[config.mk]
export PLATFORM = sky130hd
export DESIGN_NAME = sscp_parser
export DESIGN_NICKNAME = d
export VERILOG_FILES = /design/src/design/sscp_watchdog.v /design/src/design/sscp_parser.v
export VERILOG_INCLUDE_DIRS = /design/src /design/src/inc
export SDC_FILE = /design/constraint.sdc
export NUM_CORES = 1
export LEC_CHECK = 0
export ABC_AREA = 1
export BUFFER_PORTS_ARGS = -buffer_cell sky130_fd_sc_hd__buf_2
export CAP_MARGIN = 20
export CORE_UTILIZATION = 45
export CTS_BUF_LIST = sky130_fd_sc_hd__clkbuf_8 sky130_fd_sc_hd__clkbuf_16
export DETAILED_ROUTE_END_ITERATION = 10
export PLACE_DENSITY = 0.7
export SLEW_MARGIN = 20
export SYNTH_ARGS = -nofsm -noshare
export SYNTH_HDL_FRONTEND = slang
export SYNTH_SLANG_ARGS = --single-unit
[constraint.sdc]
create_clock -name aclk -period 5.7 [get_ports aclk]
set_input_delay 0.285 -clock aclk [delete_from_list [all_inputs] [get_ports aclk]]
set_output_delay 0.285 -clock aclk [all_outputs]
set_load 0.005 [all_outputs]
[src/inc/sscp_consts.vh]
// Constants for the serial stepper command parser
`ifndef SSCP_CONSTS_VH
`define SSCP_CONSTS_VH

// Clock and silence timeout
`define SSCP_CLK_HZ 25000000
`define SSCP_SILENCE_MS 3000

// Opcodes
`define SSCP_OP_IDENT 8'h03
`define SSCP_OP_KEEPALIVE 8'h04
`define SSCP_OP_CHIP_OPERATE 8'h41
`define SSCP_OP_DRV_RESET 8'h43
`define SSCP_OP_CUR_LIMIT 8'h44
`define SSCP_OP_OUT_VOLT 8'h45
`define SSCP_OP_STEP_ANGLE 8'h46
`define SSCP_OP_ROT_ANGLE 8'h51
`define SSCP_OP_ROT_TIME 8'h52
`define SSCP_OP_ROT_STEPS 8'h53
`define SSCP_OP_STOP_HOLD 8'h54
`define SSCP_OP_STOP_OFF 8'h55
`define SSCP_OP_EFFICIENCY 8'h61
`define SSCP_OP_REF_READ 8'h64
`define SSCP_OP_STATUS_READ 8'h65
`define SSCP_OP_ERR_CLEAR 8'h68

// Message lengths in bytes, opcode included
`define SSCP_LEN_1 4'h1
`define SSCP_LEN_2 4'h2
`define SSCP_LEN_3 4'h3
`define SSCP_LEN_4 4'h4
`define SSCP_LEN_7 4'h7
`define SSCP_LEN_9 4'h9

// Field limits
`define SSCP_SEL_MAX 8'h01
`define SSCP_VSUP_MIN 16'h005a
`define SSCP_VSUP_MAX 16'h0140
`define SSCP_ISUP_MAX 16'h0064
`define SSCP_IRATED_MIN 16'h0001
`define SSCP_IRATED_MAX 16'h0019
`define SSCP_RWIND_MIN 16'h0001
`define SSCP_RWIND_MAX 16'h1388
`define SSCP_VOUT_MAX 16'h0110
`define SSCP_ANGLE_MIN 16'h0001
`define SSCP_ANGLE_MAX 16'h8ca0
`define SSCP_FREQ_MAX 16'h0960
`define SSCP_ROT_ANG_MAX 32'h63ffff9c
`define SSCP_ROT_STEP_MAX 32'h00ffffff
`define SSCP_DIR_MAX 8'h01
`define SSCP_EXC_MAX 8'h03
`define SSCP_EFF_MAX 8'h01
`define SSCP_MARGIN_MAX 8'h02
`define SSCP_BOOST_MAX 8'h03

// Register offsets
`define SSCP_REG_CTRL 4'h0
`define SSCP_REG_STATUS 4'h4
`define SSCP_REG_COUNTS 4'h8

// Register fields and reset values
`define SSCP_CTRL_PARSE_EN 0
`define SSCP_CTRL_FAILSAFE_EN 1
`define SSCP_CTRL_RESET 2'h3
`define SSCP_STAT_TRIPPED 1

// Identity reply
`define SSCP_ID_BYTES 2'h3

// AXI responses
`define SSCP_RESP_OKAY 2'h0
`define SSCP_RESP_SLVERR 2'h2

`endif

[src/design/sscp_watchdog.v]
// Link silence watchdog for the serial stepper command parser
`timescale 1ns/10ps
`include "sscp_consts.vh"

module sscp_watchdog #(
    parameter [31:0] SILENCE_CYCLES = 32'd75000000
) (
    // Clock and reset
    input wire aclk,
    input wire aresetn,
    // Control
    input wire enable,
    input wire kick,
    // Status
    output reg trip_reg,
    output reg alive_reg
);

    reg [31:0] count_reg;

    // Armed only after the first byte, so power-up does not trip
    always @(posedge aclk) begin
        if (!aresetn) begin
            count_reg <= 32'h0;
            trip_reg <= 1'b0;
            alive_reg <= 1'b0;
        end else begin
            trip_reg <= 1'b0;
            if (kick) begin
                count_reg <= 32'h0;
                alive_reg <= 1'b1;
            end else if (alive_reg) begin
                if (count_reg >= SILENCE_CYCLES - 32'h1) begin
                    trip_reg <= enable;
                    alive_reg <= 1'b0;
                    count_reg <= 32'h0;
                end else begin
                    count_reg <= count_reg + 32'h1;
                end
            end
        end
    end

endmodule

[src/design/sscp_parser.v]
// Serial stepper command parser with AXI4-Lite status registers
//
// Implementation choices: the AXI4-Lite interface to the registers and the register offsets.
`timescale 1ns/10ps
`include "sscp_consts.vh"

module sscp_parser #(
    parameter [31:0] SILENCE_CYCLES = `SSCP_SILENCE_MS * (`SSCP_CLK_HZ / 1000),
    parameter [7:0] ID_DRIVER = 8'h5a,
    parameter [7:0] ID_VERSION = 8'h01
) (
    // Clock and reset
    input wire aclk,
    input wire aresetn,
    // Received serial bytes
    input wire rx_valid,
    input wire [7:0] rx_data,
    // Reply bytes
    output wire tx_valid,
    output reg [7:0] tx_data_reg,
    input wire tx_ready,
    // Parsed command
    output reg cmd_valid_reg,
    output reg [7:0] cmd_opcode_reg,
    output reg [63:0] cmd_payload_reg,
    // Motor control actions
    output reg stop_hold_reg,
    output reg stop_off_reg,
    output reg err_clear_reg,
    output reg chip_operate_reg,
    output reg driver_reset_reg,
    // AXI4-Lite write address
    input wire [3:0] s_axi_awaddr,
    input wire s_axi_awvalid,
    output wire s_axi_awready,
    // AXI4-Lite write data
    input wire [31:0] s_axi_wdata,
    input wire [3:0] s_axi_wstrb,
    input wire s_axi_wvalid,
    output wire s_axi_wready,
    // AXI4-Lite write response
    output reg [1:0] s_axi_bresp,
    output reg s_axi_bvalid,
    input wire s_axi_bready,
    // AXI4-Lite read address
    input wire [3:0] s_axi_araddr,
    input wire s_axi_arvalid,
    output wire s_axi_arready,
    // AXI4-Lite read data
    output reg [31:0] s_axi_rdata,
    output reg [1:0] s_axi_rresp,
    output reg s_axi_rvalid,
    input wire s_axi_rready
);

    localparam [1:0] ST_OP = 2'b01;
    localparam [1:0] ST_PAY = 2'b10;

    // Zero marks an opcode outside the command set
    function [3:0] msg_len;
        input [7:0] op;
        begin
            case (op)
                `SSCP_OP_IDENT, `SSCP_OP_KEEPALIVE, `SSCP_OP_STOP_HOLD,
                `SSCP_OP_STOP_OFF, `SSCP_OP_STATUS_READ, `SSCP_OP_ERR_CLEAR:
                    msg_len = `SSCP_LEN_1;
                `SSCP_OP_CHIP_OPERATE, `SSCP_OP_DRV_RESET, `SSCP_OP_REF_READ:
                    msg_len = `SSCP_LEN_2;
                `SSCP_OP_OUT_VOLT, `SSCP_OP_STEP_ANGLE:
                    msg_len = `SSCP_LEN_3;
                `SSCP_OP_EFFICIENCY:
                    msg_len = `SSCP_LEN_4;
                `SSCP_OP_ROT_TIME:
                    msg_len = `SSCP_LEN_7;
                `SSCP_OP_CUR_LIMIT, `SSCP_OP_ROT_ANGLE, `SSCP_OP_ROT_STEPS:
                    msg_len = `SSCP_LEN_9;
                default:
                    msg_len = 4'h0;
            endcase
        end
    endfunction

    function [15:0] le16;
        input [7:0] lo;
        input [7:0] hi;
        begin
            le16 = {hi, lo};
        end
    endfunction

    reg [1:0] state_reg;
    reg [7:0] op_reg;
    reg [3:0] len_reg;
    reg [3:0] cnt_reg;
    reg [7:0] pay_mem [0:7];
    reg done_reg;
    reg [7:0] done_op_reg;
    reg [1:0] ctrl_reg;
    reg tripped_reg;
    reg [15:0] accept_cnt_reg;
    reg [15:0] discard_cnt_reg;
    reg [1:0] tx_idx_reg;
    reg tx_busy_reg;
    reg aw_hold_reg;
    reg [3:0] aw_addr_reg;
    reg w_hold_reg;
    reg [31:0] w_data_reg;
    reg [3:0] w_strb_reg;
    reg fields_ok;
    wire [63:0] pay_flat;
    wire [3:0] first_len;
    wire byte_in;
    wire wd_trip;
    wire wd_alive;
    wire wr_fire;
    wire stat_clear;

    assign byte_in = rx_valid & ctrl_reg[`SSCP_CTRL_PARSE_EN];
    assign first_len = msg_len(rx_data);

    genvar gi;
    generate
        for (gi = 0; gi < 8; gi = gi + 1) begin : g_flat
            assign pay_flat[gi*8 +: 8] = pay_mem[gi];
        end
    endgenerate

    sscp_watchdog #(
        .SILENCE_CYCLES(SILENCE_CYCLES)
    ) u_watchdog (
        .aclk(aclk),
        .aresetn(aresetn),
        .enable(ctrl_reg[`SSCP_CTRL_FAILSAFE_EN]),
        .kick(byte_in),
        .trip_reg(wd_trip),
        .alive_reg(wd_alive)
    );

    // Framing: the opcode fixes the message length
    always @(posedge aclk) begin
        if (!aresetn) begin
            state_reg <= ST_OP;
            op_reg <= 8'h0;
            len_reg <= 4'h0;
            cnt_reg <= 4'h0;
            done_reg <= 1'b0;
            done_op_reg <= 8'h0;
        end else begin
            done_reg <= 1'b0;
            case (state_reg)
                ST_OP: begin
                    if (byte_in) begin
                        op_reg <= rx_data;
                        len_reg <= first_len;
                        cnt_reg <= 4'h1;
                        if (first_len == `SSCP_LEN_1) begin
                            done_reg <= 1'b1;
                            done_op_reg <= rx_data;
                        end else if (first_len != 4'h0) begin
                            state_reg <= ST_PAY;
                        end
                    end
                end
                ST_PAY: begin
                    if (byte_in) begin
                        cnt_reg <= cnt_reg + 4'h1;
                        if (cnt_reg + 4'h1 == len_reg) begin
                            done_reg <= 1'b1;
                            done_op_reg <= op_reg;
                            state_reg <= ST_OP;
                        end
                    end
                end
                default:
                    state_reg <= ST_OP;
            endcase
        end
    end

    // Payload bytes kept in arrival order, low byte first
    always @(posedge aclk) begin
        if (state_reg == ST_PAY && byte_in) begin
            pay_mem[cnt_reg[2:0] - 3'h1] <= rx_data;
        end
    end

    // Range checks on the completed message
    always @* begin
        fields_ok = 1'b1;
        case (done_op_reg)
            `SSCP_OP_CHIP_OPERATE, `SSCP_OP_DRV_RESET:
                fields_ok = pay_mem[0] <= `SSCP_SEL_MAX;
            `SSCP_OP_CUR_LIMIT:
                fields_ok = le16(pay_mem[0], pay_mem[1]) >= `SSCP_VSUP_MIN
                    && le16(pay_mem[0], pay_mem[1]) <= `SSCP_VSUP_MAX
                    && le16(pay_mem[2], pay_mem[3]) <= `SSCP_ISUP_MAX
                    && le16(pay_mem[4], pay_mem[5]) >= `SSCP_IRATED_MIN
                    && le16(pay_mem[4], pay_mem[5]) <= `SSCP_IRATED_MAX
                    && le16(pay_mem[6], pay_mem[7]) >= `SSCP_RWIND_MIN
                    && le16(pay_mem[6], pay_mem[7]) <= `SSCP_RWIND_MAX;
            `SSCP_OP_OUT_VOLT:
                fields_ok = le16(pay_mem[0], pay_mem[1]) <= `SSCP_VOUT_MAX;
            `SSCP_OP_STEP_ANGLE:
                fields_ok = le16(pay_mem[0], pay_mem[1]) >= `SSCP_ANGLE_MIN
                    && le16(pay_mem[0], pay_mem[1]) <= `SSCP_ANGLE_MAX;
            `SSCP_OP_ROT_ANGLE, `SSCP_OP_ROT_STEPS:
                fields_ok = le16(pay_mem[0], pay_mem[1]) <= `SSCP_FREQ_MAX
                    && pay_mem[6] <= `SSCP_DIR_MAX
                    && pay_mem[7] <= `SSCP_EXC_MAX
                    && {pay_mem[5], pay_mem[4], pay_mem[3], pay_mem[2]}
                    <= ((done_op_reg == `SSCP_OP_ROT_ANGLE) ?
                        `SSCP_ROT_ANG_MAX : `SSCP_ROT_STEP_MAX);
            `SSCP_OP_ROT_TIME:
                fields_ok = le16(pay_mem[0], pay_mem[1]) <= `SSCP_FREQ_MAX
                    && pay_mem[4] <= `SSCP_DIR_MAX
                    && pay_mem[5] <= `SSCP_EXC_MAX;
            `SSCP_OP_EFFICIENCY:
                fields_ok = pay_mem[0] <= `SSCP_EFF_MAX
                    && pay_mem[1] <= `SSCP_MARGIN_MAX
                    && pay_mem[2] <= `SSCP_BOOST_MAX;
            default:
                fields_ok = 1'b1;
        endcase
    end

    // Command issue and motor actions
    always @(posedge aclk) begin
        if (!aresetn) begin
            cmd_valid_reg <= 1'b0;
            cmd_opcode_reg <= 8'h0;
            cmd_payload_reg <= 64'h0;
            stop_hold_reg <= 1'b0;
            stop_off_reg <= 1'b0;
            err_clear_reg <= 1'b0;
            chip_operate_reg <= 1'b0;
            driver_reset_reg <= 1'b0;
            accept_cnt_reg <= 16'h0;
            discard_cnt_reg <= 16'h0;
        end else begin
            cmd_valid_reg <= 1'b0;
            stop_hold_reg <= wd_trip;
            stop_off_reg <= 1'b0;
            err_clear_reg <= 1'b0;
            if (done_reg && fields_ok) begin
                // every legal message is strobed out
                cmd_valid_reg <= 1'b1;
                cmd_opcode_reg <= done_op_reg;
                cmd_payload_reg <= pay_flat;
                accept_cnt_reg <= accept_cnt_reg + 16'h1;
                case (done_op_reg)
                    `SSCP_OP_STOP_HOLD: stop_hold_reg <= 1'b1;
                    `SSCP_OP_STOP_OFF: stop_off_reg <= 1'b1;
                    `SSCP_OP_ERR_CLEAR: err_clear_reg <= 1'b1;
                    `SSCP_OP_CHIP_OPERATE: chip_operate_reg <= pay_mem[0][0];
                    `SSCP_OP_DRV_RESET: driver_reset_reg <= pay_mem[0][0];
                    default: cmd_valid_reg <= 1'b1;
                endcase
            end
            // discard; a bad end and a bad opcode may share a cycle
            discard_cnt_reg <= discard_cnt_reg + {15'h0, done_reg && !fields_ok}
                + {15'h0, state_reg == ST_OP && byte_in && first_len == 4'h0};
        end
    end

    // Identity reply: opcode echo, driver code, library version
    assign tx_valid = tx_busy_reg;

    always @(posedge aclk) begin
        if (!aresetn) begin
            tx_busy_reg <= 1'b0;
            tx_idx_reg <= 2'h0;
            tx_data_reg <= 8'h0;
        end else if (!tx_busy_reg) begin
            if (done_reg && done_op_reg == `SSCP_OP_IDENT) begin
                tx_busy_reg <= 1'b1;
                tx_idx_reg <= 2'h1;
                tx_data_reg <= `SSCP_OP_IDENT;
            end
        end else if (tx_ready) begin
            tx_idx_reg <= tx_idx_reg + 2'h1;
            tx_data_reg <= (tx_idx_reg == 2'h1) ? ID_DRIVER : ID_VERSION;
            if (tx_idx_reg == `SSCP_ID_BYTES) begin
                tx_busy_reg <= 1'b0;
            end
        end
    end

    // AXI4-Lite write side: address and data taken in either order
    assign s_axi_awready = !aw_hold_reg && !s_axi_bvalid;
    assign s_axi_wready = !w_hold_reg && !s_axi_bvalid;
    assign wr_fire = aw_hold_reg && w_hold_reg && !s_axi_bvalid;
    assign stat_clear = wr_fire && aw_addr_reg == `SSCP_REG_STATUS
        && w_strb_reg[0] && w_data_reg[`SSCP_STAT_TRIPPED];

    always @(posedge aclk) begin
        if (!aresetn) begin
            aw_hold_reg <= 1'b0;
            aw_addr_reg <= 4'h0;
            w_hold_reg <= 1'b0;
            w_data_reg <= 32'h0;
            w_strb_reg <= 4'h0;
            s_axi_bvalid <= 1'b0;
            s_axi_bresp <= `SSCP_RESP_OKAY;
            ctrl_reg <= `SSCP_CTRL_RESET;
        end else begin
            if (s_axi_awvalid && s_axi_awready) begin
                aw_hold_reg <= 1'b1;
                aw_addr_reg <= s_axi_awaddr;
            end
            if (s_axi_wvalid && s_axi_wready) begin
                w_hold_reg <= 1'b1;
                w_data_reg <= s_axi_wdata;
                w_strb_reg <= s_axi_wstrb;
            end
            if (wr_fire) begin
                aw_hold_reg <= 1'b0;
                w_hold_reg <= 1'b0;
                s_axi_bvalid <= 1'b1;
                s_axi_bresp <= `SSCP_RESP_OKAY;
                if (aw_addr_reg == `SSCP_REG_CTRL) begin
                    if (w_strb_reg[0]) begin
                        ctrl_reg <= w_data_reg[1:0];
                    end
                end else if (aw_addr_reg != `SSCP_REG_STATUS
                        && aw_addr_reg != `SSCP_REG_COUNTS) begin
                    s_axi_bresp <= `SSCP_RESP_SLVERR;
                end
            end else if (s_axi_bvalid && s_axi_bready) begin
                s_axi_bvalid <= 1'b0;
            end
        end
    end

    // Trip flag: a new trip in the clearing cycle is kept
    always @(posedge aclk) begin
        if (!aresetn) begin
            tripped_reg <= 1'b0;
        end else if (wd_trip) begin
            tripped_reg <= 1'b1;
        end else if (stat_clear) begin
            tripped_reg <= 1'b0;
        end
    end

    // AXI4-Lite read side: answer one cycle after the address
    assign s_axi_arready = !s_axi_rvalid;

    always @(posedge aclk) begin
        if (!aresetn) begin
            s_axi_rvalid <= 1'b0;
            s_axi_rdata <= 32'h0;
            s_axi_rresp <= `SSCP_RESP_OKAY;
        end else if (s_axi_arvalid && s_axi_arready) begin
            s_axi_rvalid <= 1'b1;
            s_axi_rresp <= `SSCP_RESP_OKAY;
            case (s_axi_araddr)
                `SSCP_REG_CTRL: s_axi_rdata <= {30'h0, ctrl_reg};
                `SSCP_REG_STATUS:
                    s_axi_rdata <= {16'h0, op_reg, 4'h0, state_reg == ST_PAY,
                        wd_alive, tripped_reg, tx_busy_reg};
                `SSCP_REG_COUNTS:
                    s_axi_rdata <= {discard_cnt_reg, accept_cnt_reg};
                default: begin
                    s_axi_rdata <= 32'h0;
                    s_axi_rresp <= `SSCP_RESP_SLVERR;
                end
            endcase
        end else if (s_axi_rvalid && s_axi_rready) begin
            s_axi_rvalid <= 1'b0;
        end
    end

endmodule

Yosys cells after proc, flatten, opt, wreduce, memory -nomap -nowiden
Memories as Yosys holds them, arrays and structs flattened.
Cells that the tools add are included.
{"block": "word_totals", "ff_bits": 232, "ram_bits": 64, "input_bits": 61, "out_inout_bits": 128, "n_memories": 1}
{"memory": "pay_mem", "depth": 8, "width": 8, "read_ports": 8, "rd_clocked_by_memory_dff": 0, "wr": 1, "line": "sscp_parser.v:95", "source": "reg [7:0] pay_mem [0:7];"}
{"block": "op_classes", "add_sub_neg": 7, "magnitude_cmp": 20, "n_eq_ne": 47, "muxes": 54, "bitwise_logic": 4, "reduce_logical": 66}
{"op": "$eq A8 B7 Y1 const B", "n": 26}
{"op": "$pmux W32 S3", "n": 1}
{"op": "$mux W8", "n": 7}
{"op": "$ge A16 B1 Y1 const B", "n": 3}
{"op": "$logic_and A1 B1 Y1", "n": 33}
{"op": "$add A16 B1 Y16", "n": 2}
{"op": "$add A32 B1 Y32 const B", "n": 1}
{"op": "$ge A32 B27 Y1 const B", "n": 1}
{"op": "$le A16 B9 Y1 const B", "n": 2}
{"op": "$le A32 B31 Y1", "n": 1}
{"op": "$le A8 B2 Y1 const B", "n": 4}
{"op": "$mux W32", "n": 1}
{"op": "$mux W31", "n": 1}
{"op": "$le A8 B1 Y1 const B", "n": 3}
{"op": "$mux W1", "n": 24}
{"op": "$pmux W4 S6", "n": 1}
{"op": "$mux W2", "n": 11}
{"op": "$add A16 B1 Y16 const B", "n": 1}
{"op": "$eq A8 B2 Y1 const B", "n": 2}
{"op": "$ge A16 B7 Y1 const B", "n": 1}
{"op": "$le A16 B12 Y1 const B", "n": 1}
{"op": "$le A16 B13 Y1 const B", "n": 1}
{"op": "$le A16 B16 Y1 const B", "n": 1}
{"op": "$le A16 B5 Y1 const B", "n": 1}
{"op": "34 further kinds", "n": 68}

Depth between registers and ports, before layout
{"block": "logic_depth", "depth_word": 12, "mapped_depth": 30, "depth_no_buf": 30}

Hierarchy
A second synthesis with hierarchy kept.
{"block": "hier_totals", "cells_unflattened": 1647, "hier_area_um2": 13128.8}
{"module": "sscp_parser", "instances": 1, "cells_each": 1396, "area_each_um2": 11352.1, "seq_area_each_um2": 5745.5}
{"module": "sscp_watchdog", "instances": 1, "cells_each": 251, "area_each_um2": 1776.7, "seq_area_each_um2": 680.7}

Worst setup path before layout
OpenSTA, ideal clock, no wires.
{"block": "synth_timing", "path_type": "flip-flop to flip-flop", "from": "reg done_op_reg[7]", "to": "reg discard_cnt_reg[14]", "t_arrival_ns": 3.450, "slack_ns": 2.118, "path_stages_with_launch": 31, "path_buffers": 0, "period_less_slack_ns": 3.582, "cell_sequence": "dfxtp_1 > inv_2 > nand2_1 > nor2_2 > nand2_4 > ha_1 > nand4_1 > nor2_1 > nand2_1 > nor2_1 > nand2_1 > nor2_1 > nand2_1 > nand2_1 > nand2_1 > nand2_2 > nand3_1 > fa_1 > inv_1 > ha_1 > nand2_1 > inv_1 > nand2_1 > nor2_1 > nand2_1 > nor4_1 > nand3_1 > nor3_1 > nand2_1 > nor2_1 > nor3_1"}
{"block": "synth_via", "elab_chain_len": 9}
{"item": "start, declared", "line": "sscp_parser.v:97", "source": "reg [7:0] done_op_reg;"}
{"item": "start signal, assigned", "line": "sscp_parser.v:158", "source": "done_op_reg <= rx_data;"}
{"item": "start signal, assigned", "line": "sscp_parser.v:169", "source": "done_op_reg <= op_reg;"}
{"item": "$eq A8 B7 Y1"}
{"item": "$mux W31 (no source line)"}
{"item": "$le A32 B31 Y1", "line": "sscp_parser.v:210", "source": "&& {pay_mem[5], pay_mem[4], pay_mem[3], pay_mem[2]}"}
{"item": "$logic_and A1 B1 Y1", "line": "sscp_parser.v:207", "source": "fields_ok = le16(pay_mem[0], pay_mem[1]) <= `SSCP_FREQ_MAX"}
{"item": "$pmux W1 S7 *", "line": "sscp_parser.v:190", "source": "case (done_op_reg)"}
{"item": "$logic_not A1 Y1 *", "line": "sscp_parser.v:260", "source": "discard_cnt_reg <= discard_cnt_reg + {15'h0, done_reg && !fields_ok}"}
{"item": "$logic_and A1 B1 Y1 *", "line": "sscp_parser.v:260"}
{"item": "$add A16 B1 Y16 *", "line": "sscp_parser.v:260"}
{"item": "$add A16 B1 Y16 *", "line": "sscp_parser.v:261", "source": "+ {15'h0, state_reg == ST_OP && byte_in && first_len == 4'h0};"}
{"item": "end signal, assigned", "line": "sscp_parser.v:260"}
{"item": "end, declared", "line": "sscp_parser.v:101", "source": "reg [15:0] discard_cnt_reg;"}
Every way passes the cells marked *; elsewhere a longest branch is shown, timed or not.
A chain may end at the register's enable or synchronous reset.

Worst setup path in the final report
{"block": "layout_timing", "from": "reg done_op_reg[7]", "to": "reg discard_cnt_reg[15]"}
The elaborated chain is that of the path after synthesis.

==> impl_metrics.ini <==
[status]
outcome = completed

[power_and_ir_drop]
p_leak_nw = 5.88
powerDensity_mw_per_mm2 = 299
peakVddDrop_mv = 0.217

[cells_and_area]
layout.nets = 1842
fill_cells = 2676
regArea_mm2 = 0.00643
multi_input_area_mm2 = 0.00546
area_growth_syn_to_layout_pct = 14.7
postLayoutCoreUtil = 0.527
drive_gt1_frac = 0.163

[synthesis]
synthTopCellsByCount = nor2_1, nand2_1, dfxtp_1
synth_most_common_cell = nor2_1
netlist_instances = 1639
synth_top_family_by_area = simple AND/OR/NAND/NOR gates
yosys_warnings = 0
yosys.area_share.simple = 0.265
synthMuxAreaShare = 0
ys_ff_latch = 289
synth_compound_area_frac = 0.116
synth_top_area_cell = dfxtp_1
syn_area_per_cell_um2 = 7.86
ys_types = 49
synthAdderAreaFrac = 0.0151
synth-seq-area-share = 0.499
ys_async_sr_fraction = 0
synth_area_leaders = dfxtp_1, edfxtp_1, nor2_1
dominantRegCellSynth = dfxtp_1
synth_xor_area_frac = 0.0258
synth-edff-count = 64
netlist_area_mm2 = 0.0129
synth_top_area_frac = 0.350

[setup_path]
cp_slowest_cell = fa_1
worstSetupPathType = reg -> reg
cpPeakStageDelay_ns = 0.44
crit_required_ns = 6.14
r2r_start = done_op_reg[7]$_SDFFE_PN0P_
ff2ff_path_depth = 26
path_depth = 26
crit_buf_inv = 2
reg2reg_slack_ns = 1.41
crit_family = simple AND/OR/NAND/NOR gates
rr_endpoint = discard_cnt_reg[15]$_SDFF_PN0_
critical_path.max_fanout = 6
worst_setup_path_start_kind = register
arrival_ns = 4.73
cpMostUsedCell = nand2_1
end_kind = register

[worst_hold_path]
worstHoldPathType = in -> reg
min-delay-start = s_axi_wdata[0]
hold_end = w_data_reg[0]$_SDFFE_PN0P_
hold-path-cell-count = 3

[grt]
grt_overflow_total = 0
use_met1 = 0.260
grt_pass1_wl_um = 49100
use_met3 = 0.0295
use_met2 = 0.362
grt.busiest_layer = met2
antenna_found_initial = 1
grt_usage = 0.207
first_global_vias = 10200
grt_max_degree = 91

[floorplan]
io_pins = 189
fp.dieArea_mm2 = 0.0293
die_w_um = 171
row_count = 61
core_area_mm2 = 0.0280
chipHeight_um = 171
start_util = 0.460

[timing]
fin_skew_ns = 0.0152
tns_ns = 0
worstMarginPinSlew_ns = 0.926
hold_viol_final = 0
max_freq_ghz = 0.233
fin_crit_sh = 0.753
period_minus_slack_ns = 4.29
drv_slew = 0
rsz0062_at_grt = false
setup_violations = 0
slew_headroom = 0.380

[clock_network]
cts.sinks = 289
clk_latency_ns = 0.55
clockRootBuffer = clkbuf_16
numCtsBuffers = 30
cts_tree = done
path_clk_slew_ns = 0.06
clockBufferDepth = 3
htree_levels = 1

[job]
maxCapViolCount = 0

[routing]
drc = 0
viasPerCell = 5.06
drt_iter0_markers = 799
drt-pass1-iter-count = 5
drtAntennaViolNets = 0
wire_per_inst_um = 14.0
routed_wl_um = 30300
vias = 11000

[place]
gp_congestion = 0.939
dpl.hpwl_um = 20700
portBuffers = 150
what timing repair did:
action | in CTS | in global routing
buffers inserted | 0 | 0
endpoints found under the setup margin | 0 | 0
resized for setup | 0 | 0
endpoints found under the hold margin | 2 | 0
hold buffers | 2 | 0
placed cells by master, fill, tap and decap left out, drive strengths merged, types with 3 or more instances in the layout:
cell type / netlist / routed
a21oi: 104 / 104
a31oi: 3 / 3
buf: 35 / 157
clkbuf: 33 / 37
clkinv: 4 / 14
conb: 1 / 5
dfxtp: 225 / 225
edfxtp: 64 / 64
ha: 14 / 14
inv: 160 / 164
nand2: 272 / 272
nand3: 64 / 64
nand4: 28 / 28
nor2: 339 / 339
nor3: 53 / 53
nor4: 7 / 7
o211ai: 6 / 6
o21a: 3 / 3
o21ai: 149 / 149
o22ai: 12 / 12
or2: 9 / 9
xnor2: 6 / 6
xor2: 32 / 32
per-layer routing:
layer,part of all wire,up-vias
met2,0.47,322
met1,0.44,5009
met3,0.059,52
met4,0.026,0
li1,-,5582
met5,0,-
worst max path at each step:
stage / start / endpoint / slack [ns]
floorplan: done_op_reg[7]$_SDFFE_PN0P_ / discard_cnt_reg[14]$_SDFF_PN0_ / 2.12
global placement: done_op_reg[7]$_SDFFE_PN0P_ / discard_cnt_reg[14]$_SDFF_PN0_ / 1.46
detailed placement: done_op_reg[0]$_SDFFE_PN0P_ / discard_cnt_reg[15]$_SDFF_PN0_ / 1.44
CTS: done_op_reg[7]$_SDFFE_PN0P_ / discard_cnt_reg[15]$_SDFF_PN0_ / 1.43
global route: done_op_reg[7]$_SDFFE_PN0P_ / discard_cnt_reg[14]$_SDFF_PN0_ / 0.82
finish: done_op_reg[7]$_SDFFE_PN0P_ / discard_cnt_reg[15]$_SDFF_PN0_ / 1.41
worst register-to-register path: stages, from the launching register on:
cell and delay, ns:
dfxtp_1 0.34, inv_2 0.05, nand2_1 0.08, nor2_2 0.28
nand2_4 0.12, ha_1 0.30, nand4_1 0.09, nor2_1 0.09
nand2_1 0.06, nor2_1 0.08, nand2_1 0.05, nor2_1 0.11
nand2_1 0.07, nand2_1 0.05, nand2_1 0.08, nand2_2 0.10
nand3_1 0.18, fa_1 0.45, inv_1 0.09, nand3_1 0.11
nor3_1 0.40, nand4_1 0.22, nor3_1 0.18, nand3_1 0.11
nor3_1 0.25, a21oi_1 0.11, o21a_1 0.13
power by group:
group          internal, mW  switching [mW]  leakage, nW
Sequential             2.16          0.0453         2.40
Combinational         0.113           0.232         2.98
Clock                  1.10           0.770        0.495
Total                  3.37            1.05         5.88
cell families after synthesis:
| kind of cell | after synthesis |
|---|---|
| compound gates | 285 |
| xor+xnor | 38 |
| fa+ha+maj | 15 |
| buf+inv | 232 |
| flops | 289 |
| other cells | 1 |
| simple gates | 779 |
final cells by class:
cell class | count | share of cell area
antenna | 1 | 0.000169
clock buffer | 37 | 0.0581
clock inverter | 15 | 0.00652
inverter | 164 | 0.0418
multi-input combinational | 1122 | 0.370
sequential | 289 | 0.435
tap | 378 | 0.0320
timing repair buffer | 159 | 0.0567
per-stage QoR:
step | power (mW) | std cells | hold slack (ns) | setup slack [ns] | instance area, µm²
2_1_floorplan | 2.48 | 1643 | 0.384 | 2.12 | 12900
3_3_place_gp | 2.58 | 2110 | 0.432 | 1.46 | 13800
3_5_place_dp | 2.59 | 2110 | 0.437 | 1.44 | 13800
4_1_cts | 4.46 | 2164 | 0.00680 | 1.43 | 14800
5_1_grt | 4.59 | 2165 | 0.0278 | 0.823 | 14800
6_report | 4.41 | 2165 | 0.00645 | 1.41 | 14800
(Power assumes the default switching activity.)
